==> src/sbsc_pkg.sv <==
// sbsc_pkg: shared constants for the pad boundary scan path
// assumes: both ends and the bench import it; no process lives here
package sbsc_pkg;

	// system clock of both ends
	localparam int CLK_PERIOD_NS = 25;

	// chain geometry; position p sits at chain index p-1
	localparam int CHAIN_LEN = 67;
	localparam int RSVD_POS_LO = 57;
	localparam int RSVD_POS_HI = 58;

	// scan strobe timing made by the tester
	localparam int STROBE_MIN_PERIOD_NS = 40;
	localparam int STROBE_HALF_NS = 100;
	localparam int STROBE_HALF_CYC = (STROBE_HALF_NS + CLK_PERIOD_NS - 1) / CLK_PERIOD_NS;

	// synchroniser length for every ball input
	localparam int SYNC_STAGES = 2;

	// tester read-back buffer
	localparam int FIFO_DEPTH = 8;
	localparam int FIFO_WIDTH = 1;

	// termination modes reported by the device
	localparam logic [1:0] TERM_CALIBRATED = 2'h0;
	localparam logic [1:0] TERM_NOMINAL = 2'h1;
	localparam logic [1:0] TERM_OFF = 2'h2;

	// ball index inside the device synchroniser vector
	localparam int BALL_ENABLE = 0;
	localparam int BALL_SELECT = 1;
	localparam int BALL_STROBE = 2;
	localparam int BALL_GATE = 3;
	localparam int BALL_COUNT = 4;

	// reset values
	localparam logic GATE_RESET = 1'b0;
	localparam logic ENABLE_RESET = 1'b0;

endpackage : sbsc_pkg

==> src/sbsc_if.sv <==
// sbsc_if: scan balls between the tester and the device
// assumes: a bench instantiates it and ties both ends to it
`timescale 1ns/1ps
`default_nettype none

interface sbsc_if;
	// tester driven balls
	logic scanModeSelect;
	logic captureShiftSelect;
	logic scanStrobe;
	logic scanOutputGate;
	// device driven ball, shared with the lane-0 write strobe
	logic scanSerialOut;
	logic scanSerialOutEn;
	// resolved ball level; undriven ball reads low through a pull-down
	logic scanSerialLevel;

	assign scanSerialLevel = scanSerialOutEn ? scanSerialOut : 1'b0;

	modport dev (
		input scanModeSelect,
		input captureShiftSelect,
		input scanStrobe,
		input scanOutputGate,
		output scanSerialOut,
		output scanSerialOutEn
	);

	modport tst (
		output scanModeSelect,
		output captureShiftSelect,
		output scanStrobe,
		output scanOutputGate,
		input scanSerialLevel
	);
endinterface : sbsc_if

`default_nettype wire

==> src/sbsc_device.sv <==
// sbsc_device: device end of the reduced pad boundary scan path
// assumes: balls arrive asynchronous to clock; pads are static while captured
//
// Contract
// RQ1: high enable enters scan, low leaves it
// RQ2: tester holds enable low when unused
// RQ3: strobe captures when select low, shifts when high
// RQ4: scan inputs taken on strobe rising edge
// RQ5: strobe may be single pulse or burst
// RQ6: serial out driven only while gate sampled high
// RQ7: 67 positions, zeros shift in behind
// RQ8: positions 57 and 58 read zero
// RQ9: no ball swap while in scan
// RQ10: no commands executed while enable high
// RQ11: tester initialises device before enabling scan
// RQ12: scan sets nominal address termination, data off
// RQ13: two devices share enable, separate gates
// RQ14: ball swap is a static level
// RQ15: tester power cycles device after scan
// RQ16: serial out shares lane-0 write strobe ball
// RQ17: position 1 leaves first, then 2 to 67
// RQ18: scan controls reuse reset, select, swap balls
`timescale 1ns/1ps
`default_nettype none

module sbsc_device
	import sbsc_pkg::*;
#(
	parameter int CHAIN = CHAIN_LEN
) (
	// clock and reset
	input wire logic clock,
	input wire logic reset_n,
	// scan balls
	sbsc_if.dev link,
	// pad levels seen by the chain cells, index p-1 is position p
	input wire logic [CHAIN-1:0] padLevel,
	// normal command path
	input wire logic cmdValid,
	output logic cmdExecute_q,
	// lane-0 write strobe from the normal data path
	input wire logic writeStrobeLane0,
	input wire logic writeStrobeLane0En,
	// normal roles of the shared balls
	output logic chipReinitInput_q,
	output logic chipSelectN_q,
	output logic ballSwapActive_q,
	// mode and termination status
	output logic scanActive_q,
	output logic [1:0] addrTermMode_q,
	output logic [1:0] dataTermMode_q
);

	////////////////////////////////////////////////////////////////////////////
	// ball synchronisers

	logic [BALL_COUNT-1:0] ballMeta_q;
	logic [BALL_COUNT-1:0] ballSync_q;
	logic [BALL_COUNT-1:0] ballRaw;

	assign ballRaw[BALL_ENABLE] = link.scanModeSelect;
	assign ballRaw[BALL_SELECT] = link.captureShiftSelect;
	assign ballRaw[BALL_STROBE] = link.scanStrobe;
	assign ballRaw[BALL_GATE] = link.scanOutputGate;

	// first stage read only by the second
	always_ff @(posedge clock or negedge reset_n) begin
		if (!reset_n) begin
			ballMeta_q <= '0;
			ballSync_q <= '0;
		end else begin
			ballMeta_q <= ballRaw;
			ballSync_q <= ballMeta_q;
		end
	end

	logic enableLevel;
	logic selectLevel;
	logic strobeLevel;
	logic gateLevel;

	assign enableLevel = ballSync_q[BALL_ENABLE];
	assign selectLevel = ballSync_q[BALL_SELECT];
	assign strobeLevel = ballSync_q[BALL_STROBE];
	assign gateLevel = ballSync_q[BALL_GATE];

	////////////////////////////////////////////////////////////////////////////
	// scan mode and strobe edge

	logic strobePrev_q;
	logic strobeRise;

	// scan mode follows the enable level, no latching
	always_ff @(posedge clock or negedge reset_n) begin
		if (!reset_n) begin
			scanActive_q <= ENABLE_RESET;
		end else begin
			scanActive_q <= enableLevel; // RQ1
		end
	end

	// strobe is not a clock: edges found by sampling, any pulse count works
	always_ff @(posedge clock or negedge reset_n) begin
		if (!reset_n) begin
			strobePrev_q <= 1'b0;
		end else begin
			strobePrev_q <= strobeLevel; // RQ5
		end
	end

	// an edge only counts once the mode is already settled
	assign strobeRise = strobeLevel && !strobePrev_q && scanActive_q && enableLevel; // RQ4

	////////////////////////////////////////////////////////////////////////////
	// capture and shift chain

	logic [CHAIN-1:0] chain_q;
	logic [CHAIN-1:0] chain_d;
	logic [CHAIN-1:0] captureMask;
	logic [CHAIN-1:0] padMeta_q;
	logic [CHAIN-1:0] padSync_q;

	// pads are balls too: two flops, so a pad must stand a few cycles before capture
	always_ff @(posedge clock or negedge reset_n) begin
		if (!reset_n) begin
			padMeta_q <= '0;
			padSync_q <= '0;
		end else begin
			padMeta_q <= padLevel;
			padSync_q <= padMeta_q;
		end
	end

	// reserved balls have no cell worth reading
	always_comb begin
		captureMask = '1;
		captureMask[RSVD_POS_LO-1] = 1'b0; // RQ8
		captureMask[RSVD_POS_HI-1] = 1'b0; // RQ8
	end

	// capture loads every cell; shift moves toward the output, ground behind
	always_comb begin
		chain_d = chain_q;
		if (strobeRise) begin
			if (!selectLevel) begin
				chain_d = padSync_q & captureMask; // RQ3
			end else begin
				chain_d = {1'b0, chain_q[CHAIN-1:1]}; // RQ3 RQ7 RQ17
			end
		end
	end

	always_ff @(posedge clock or negedge reset_n) begin
		if (!reset_n) begin
			chain_q <= '0;
		end else begin
			chain_q <= chain_d;
		end
	end

	////////////////////////////////////////////////////////////////////////////
	// output gate, registered on the strobe edge

	logic gate_q;
	logic gate_d;

	// next gate; dropping out of scan closes it so the ball returns cleanly
	always_comb begin
		gate_d = gate_q;
		if (!enableLevel) begin
			gate_d = GATE_RESET;
		end else if (strobeRise) begin
			gate_d = gateLevel; // RQ4 RQ6
		end
	end

	always_ff @(posedge clock or negedge reset_n) begin
		if (!reset_n) begin
			gate_q <= GATE_RESET;
		end else begin
			gate_q <= gate_d;
		end
	end

	////////////////////////////////////////////////////////////////////////////
	// shared serial ball

	logic serialOut_q;
	logic serialOutEn_q;

	// in scan the ball carries chain position 1, otherwise the write strobe
	always_ff @(posedge clock or negedge reset_n) begin
		if (!reset_n) begin
			serialOut_q <= 1'b0;
			serialOutEn_q <= 1'b0;
		end else if (scanActive_q) begin
			serialOut_q <= chain_d[0]; // RQ16 RQ17
			serialOutEn_q <= gate_d; // RQ6 same edge as the bit, a closed gate never shows it
		end else begin
			serialOut_q <= writeStrobeLane0; // RQ16
			serialOutEn_q <= writeStrobeLane0En;
		end
	end

	assign link.scanSerialOut = serialOut_q;
	assign link.scanSerialOutEn = serialOutEn_q;

	////////////////////////////////////////////////////////////////////////////
	// normal roles of the borrowed balls

	logic swapLatched_q;
	logic swapTaken_q;

	// swap level is a strap: caught once after reset release, never tracked
	always_ff @(posedge clock or negedge reset_n) begin
		if (!reset_n) begin
			swapLatched_q <= 1'b0;
			swapTaken_q <= 1'b0;
		end else if (!swapTaken_q && !enableLevel) begin
			swapLatched_q <= gateLevel; // RQ14
			swapTaken_q <= 1'b1;
		end
	end

	// in scan the borrowed balls give nothing to the core
	always_ff @(posedge clock or negedge reset_n) begin
		if (!reset_n) begin
			chipReinitInput_q <= 1'b0;
			chipSelectN_q <= 1'b1;
			ballSwapActive_q <= 1'b0;
		end else if (enableLevel) begin
			chipReinitInput_q <= 1'b0; // RQ18
			chipSelectN_q <= 1'b1; // RQ18
			ballSwapActive_q <= 1'b0; // RQ9
		end else begin
			chipReinitInput_q <= selectLevel;
			chipSelectN_q <= strobeLevel;
			ballSwapActive_q <= swapLatched_q && swapTaken_q;
		end
	end

	////////////////////////////////////////////////////////////////////////////
	// command gate and termination

	// blocking on the raw synced level closes the gate a cycle sooner
	always_ff @(posedge clock or negedge reset_n) begin
		if (!reset_n) begin
			cmdExecute_q <= 1'b0;
		end else begin
			cmdExecute_q <= cmdValid && !enableLevel && !scanActive_q; // RQ10
		end
	end

	// fixed termination in scan, so no calibration run is needed
	always_ff @(posedge clock or negedge reset_n) begin
		if (!reset_n) begin
			addrTermMode_q <= TERM_CALIBRATED;
			dataTermMode_q <= TERM_CALIBRATED;
		end else if (enableLevel) begin
			addrTermMode_q <= TERM_NOMINAL; // RQ12
			dataTermMode_q <= TERM_OFF; // RQ12
		end else begin
			addrTermMode_q <= TERM_CALIBRATED;
			dataTermMode_q <= TERM_CALIBRATED;
		end
	end

endmodule : sbsc_device

`default_nettype wire

==> src/flat_wrapper.sv <==
// flat-port wrapper written by rule: the top's interface ports become plain ports
module sbsc_device_flat import sbsc_pkg::*;
#(
	parameter int CHAIN = CHAIN_LEN
)
  (clock, reset_n, padLevel, cmdValid, cmdExecute_q, writeStrobeLane0, writeStrobeLane0En, chipReinitInput_q, chipSelectN_q, ballSwapActive_q, scanActive_q, addrTermMode_q, dataTermMode_q, link_scanModeSelect, link_captureShiftSelect, link_scanStrobe, link_scanOutputGate, link_scanSerialOut, link_scanSerialOutEn);
  sbsc_if link_i ();
  input wire logic clock;
  input wire logic reset_n;
  input wire logic [CHAIN-1:0] padLevel;
  input wire logic cmdValid;
  output logic cmdExecute_q;
  input wire logic writeStrobeLane0;
  input wire logic writeStrobeLane0En;
  output logic chipReinitInput_q;
  output logic chipSelectN_q;
  output logic ballSwapActive_q;
  output logic scanActive_q;
  output logic [1:0] addrTermMode_q;
  output logic [1:0] dataTermMode_q;
  input wire logic [$bits(link_i.scanModeSelect)-1:0] link_scanModeSelect;
  input wire logic [$bits(link_i.captureShiftSelect)-1:0] link_captureShiftSelect;
  input wire logic [$bits(link_i.scanStrobe)-1:0] link_scanStrobe;
  input wire logic [$bits(link_i.scanOutputGate)-1:0] link_scanOutputGate;
  output wire logic [$bits(link_i.scanSerialOut)-1:0] link_scanSerialOut;
  output wire logic [$bits(link_i.scanSerialOutEn)-1:0] link_scanSerialOutEn;
  assign link_i.scanModeSelect = link_scanModeSelect;
  assign link_i.captureShiftSelect = link_captureShiftSelect;
  assign link_i.scanStrobe = link_scanStrobe;
  assign link_i.scanOutputGate = link_scanOutputGate;
  assign link_scanSerialOut = link_i.scanSerialOut;
  assign link_scanSerialOutEn = link_i.scanSerialOutEn;
  sbsc_device #(.CHAIN(CHAIN)) u_core (.clock(clock), .reset_n(reset_n), .link(link_i), .padLevel(padLevel), .cmdValid(cmdValid), .cmdExecute_q(cmdExecute_q), .writeStrobeLane0(writeStrobeLane0), .writeStrobeLane0En(writeStrobeLane0En), .chipReinitInput_q(chipReinitInput_q), .chipSelectN_q(chipSelectN_q), .ballSwapActive_q(ballSwapActive_q), .scanActive_q(scanActive_q), .addrTermMode_q(addrTermMode_q), .dataTermMode_q(dataTermMode_q));
endmodule
==> config.mk <==
export PLATFORM = sky130hd
export DESIGN_NAME = sbsc_device_flat
export DESIGN_NICKNAME = d
export VERILOG_FILES = /design/src/sbsc_pkg.sv /design/src/sbsc_if.sv /design/src/sbsc_device.sv /design/src/flat_wrapper.sv
export SDC_FILE = /design/constraint.sdc
export NUM_CORES = 1
export LEC_CHECK = 0
export ABC_AREA = 1
export BUFFER_PORTS_ARGS = -buffer_cell sky130_fd_sc_hd__buf_2
export CORE_MARGIN = 2
export CORE_UTILIZATION = 27
export CTS_CLUSTER_DIAMETER = 60
export DETAILED_ROUTE_END_ITERATION = 10
export PLACE_DENSITY = 0.46
export SLEW_MARGIN = 10
export SYNTH_ARGS = -nofsm -noshare
export SYNTH_HDL_FRONTEND = slang
export SYNTH_SLANG_ARGS = --single-unit
==> constraint.sdc <==
create_clock -name clock -period 1.3 [get_ports clock]
set_input_delay 0.195 -clock clock [delete_from_list [all_inputs] [get_ports clock]]
set_output_delay 0.195 -clock clock [all_outputs]
set_load 0.005 [all_outputs]
==> impl_metrics.yaml <==
die:
  fp-row-count: 59
  die_y_um: 168
  initial_core_util: 0.276
  die_w_um: 168
  core_region_area_um2: 26200
  io_pins: 87
  die_area_um2: 28200
global_routing:
  grt_pass1_vias: 4721
  grt_overflow: 0
  grt_max_degree: 71
  grt.total_usage: 0.0990
  antenna_found_initial: 0
  grt_pass1_wl_um: 23000
outcome:
  violations: "setup timing"
  status: "complete, but fails checks"
timing:
  fin_crit_sh: 1.04
  clock_skew_ns: 0.0182
  slew_violations: 0
  hold_viol_final: 0
  max_freq_ghz: 0.737
  worst_slack_ns: -0.0570
  setup_viol: 6
  rsz0062_at_grt: "yes"
  period_minus_slack_ns: 1.36
synth:
  yosys.area.top_type_share: 0.743
  synthArstFlopShare: 1.00
  synth_commonest_cells: "215 x dfrtp_1, 126 x nor2_1, 61 x o21a_1"
  synth_seq_cells: 216
  yosys_warnings: 0
  yosys.area.top_type: "dfrtp_1"
  seq_area_frac_synth: 0.746
  ys_types: 23
  syn_avg_cell_area_um2: 13.1
  mappedNetlistArea_um2: 7240
  synth_cells: 554
  synth.most_common_cell: "dfrtp_1"
  synth_edf_count: 0
  synth_ff_type: "dfrtp_1"
  yosys-top-cells-area: "dfrtp_1 74%, nor2_1 6.5%, o21a_1 6.3%"
pwr:
  powerDensity_nw_per_um2: 1660
  ir_worst_vdd_mv: 0.781
  p_leak_nw: 4.50
  switchingPower_mw: 3.78
  combPwrFrac: 0.080
  internal-power_mw: 13.0
  power_frac_seq: 0.458
  clkPwrFrac: 0.462
  sw_frac_of_total: 0.225
cts:
  clk_pin_slew_ns: 0.06
  clock_sinks: 216
  numCtsBuffers: 27
  cts-root-buf: "clkbuf_16"
  clock_latency_ns: 0.53
  htreeDepth: 1
  cts_tree: "done"
  cts_max_path_buffers: 3
placement:
  portBuffers: 82
  hpwlAfterDp_um: 7800
  dpl_cell_area_um2: 8010
  gp_congestion: 0.707
route:
  drt_pass1_iterations: 6
  vias_per_cell: 4.12
  wl_per_cell_um: 14.3
  drt_iter0_drc: 220
  ant_nets: 0
  drt_wl_total_um: 15800
  num_vias: 4529
  drc_errors: 0
setup_path:
  cp_max_fo: 4
  cp_common_cell: "buf_6"
  worstSetupPathType: "reg -> out"
  critPathLaunchType: "register"
  crit_required_ns: 1.11
  crit_start: "u_core.dataTermMode_q[1]"
  slowest_stage: "dfrtp_1"
  end_kind: "primary output"
  critical_path_arrival_ns: 1.16
  critPathMaxStageDelay_ns: 0.39
  crit_chain: "buf_6, buf_6"
  reg2reg_from: "u_core.strobePrev_q"
final_layout:
  utilization: 0.386
  syn_to_final_growth_pct: 39.8
  design_area_um2: 10100
  n_fill_cell: 2470
  diodes: 0
  fin_nets: 820
  layout-drive-gt1-share: 0.260
hold_path:
  min_path_type: "in -> async"
flow_run:
  drv_cap: 0
==> worst paths after layout <==
kind                                   endpoint  slack, ns  cells past startpoint
hold / removal             u_core.ballMeta_q[0]       0.09                      2
max in group asynchronous  u_core.ballSync_q[1]       0.57                      3
setup / recovery                   scanActive_q      -0.06                      2
min in group clock         u_core.padMeta_q[51]       0.30                      2
hold reg to reg            u_core.padSync_q[22]       0.34                      0
setup reg to reg             u_core.chain_q[66]      -0.02                      8
==> registers in the layout, indices dropped and copies added (netlist names) <==
signal and cells:
u_core.chipReinitInput_q 1, u_core.padMeta_q 65, u_core.chain_q 67, u_core.ballMeta_q 4, u_core.strobePrev_q 1, u_core.link.scanSerialOutEn 1, u_core.swapLatched_q 1, u_core.link.scanSerialOut 1
u_core.ballSwapActive_q 1, u_core.gate_q 1, u_core.dataTermMode_q 1, u_core.cmdExecute_q 1, u_core.swapTaken_q 1, u_core.chipSelectN_q 1, u_core.padSync_q 65, u_core.ballSync_q 4
==> cell type report <==
class,instances,area (µm²),area share
clock inverters,15,203,0.0200
flip-flops and latches,216,5410,0.534
clock buffers,34,742,0.0733
repair buffers,194,1780,0.175
multi-input cells,293,1530,0.151
inverters,12,47.5,0.00470
well taps,335,419,0.0414
==> metal layers <==
layer  up-vias  GRT usage  share of wire
li1       2174          -              -
met3        23     0.0214          0.038
met4         0     0.0412          0.024
met2        86      0.171           0.50
met5         -          0              0
met1      2246      0.120           0.44
==> cell families (layout without fill, tap and decap cells) <==
group / count (synthesis) / after routing / synth area share
flops: 216 / 216 / 0.746
simple gates: 163 / 163 / 0.0872
compound gates: 128 / 128 / 0.120
buf+inv: 46 / 255 / 0.0456
other cells: 1 / 2 / 0.000518
==> timing repair <==
action                                  CTS  global route
hold buffers                             73             0
gates resized for setup                  12            17
hold endpoints to repair                288             0
pin swaps                                 1             3
setup buffers                             3             3
cloned                                    1            15
endpoints found under the setup margin   33            70
==> critical path, delay by kind of cell (launching register included) <==
kind                   cells  cell delay (ns)
DFF                        1             0.39
buffers and inverters      2             0.25
==> through the flow <==
step / setup TNS (ns) / hold slack [ns] / cells / setup slack, ns / total power, mW
floorplan: 0 / -0.101 / 555 / 0.0989 / 8.44
global placement: -0.250 / 0.0449 / 956 / -0.0229 / 8.85
detailed placement: -0.281 / 0.0463 / 956 / -0.0423 / 8.91
CTS: -0.442 / 0.0744 / 1082 / -0.0869 / 17.0
global route: -1.45 / 0.108 / 1099 / -0.101 / 17.6
finish: -0.219 / 0.0872 / 1099 / -0.0570 / 16.8
==> power groups by stage <==
| stage | sequential (mW) | clock (mW) | combinational, mW |
|---|---|---|---|
| after CTS | 7.70 | 7.98 | 1.29 |
| after global routing | 7.78 | 8.30 | 1.53 |
| after floorplan | 7.73 | 0 | 0.711 |
| after global placement | 7.80 | 0 | 1.05 |
| after detailed placement | 7.82 | 0 | 1.09 |
| final | 7.70 | 7.76 | 1.35 |
==> layout by cell type (no fill, tap or decap), types with 2 or more instances in the layout <==
cell / netlist / routed
dfrtp_1: 215 / 214
nor2_1: 126 / 126
buf_2: 1 / 78
dlygate4sd3_1: 0 / 73
o21a_1: 61 / 61
o21ai_1: 37 / 39
clkbuf_16: 0 / 34
nand2_1: 29 / 26
o21ai_2: 20 / 23
inv_1: 11 / 11
buf_6: 6 / 11
buf_4: 21 / 11
buf_12: 2 / 10
clkinv_2: 0 / 5
nand2_2: 1 / 4
o21ai_0: 9 / 4
inv_6: 0 / 4
clkbuf_8: 0 / 4
bufinv_16: 0 / 4
nand3_1: 3 / 3
clkbuf_1: 4 / 3
buf_8: 0 / 3
conb_1: 1 / 2
inv_8: 0 / 2
No activity file was read; power rests on OpenSTA's default activity.
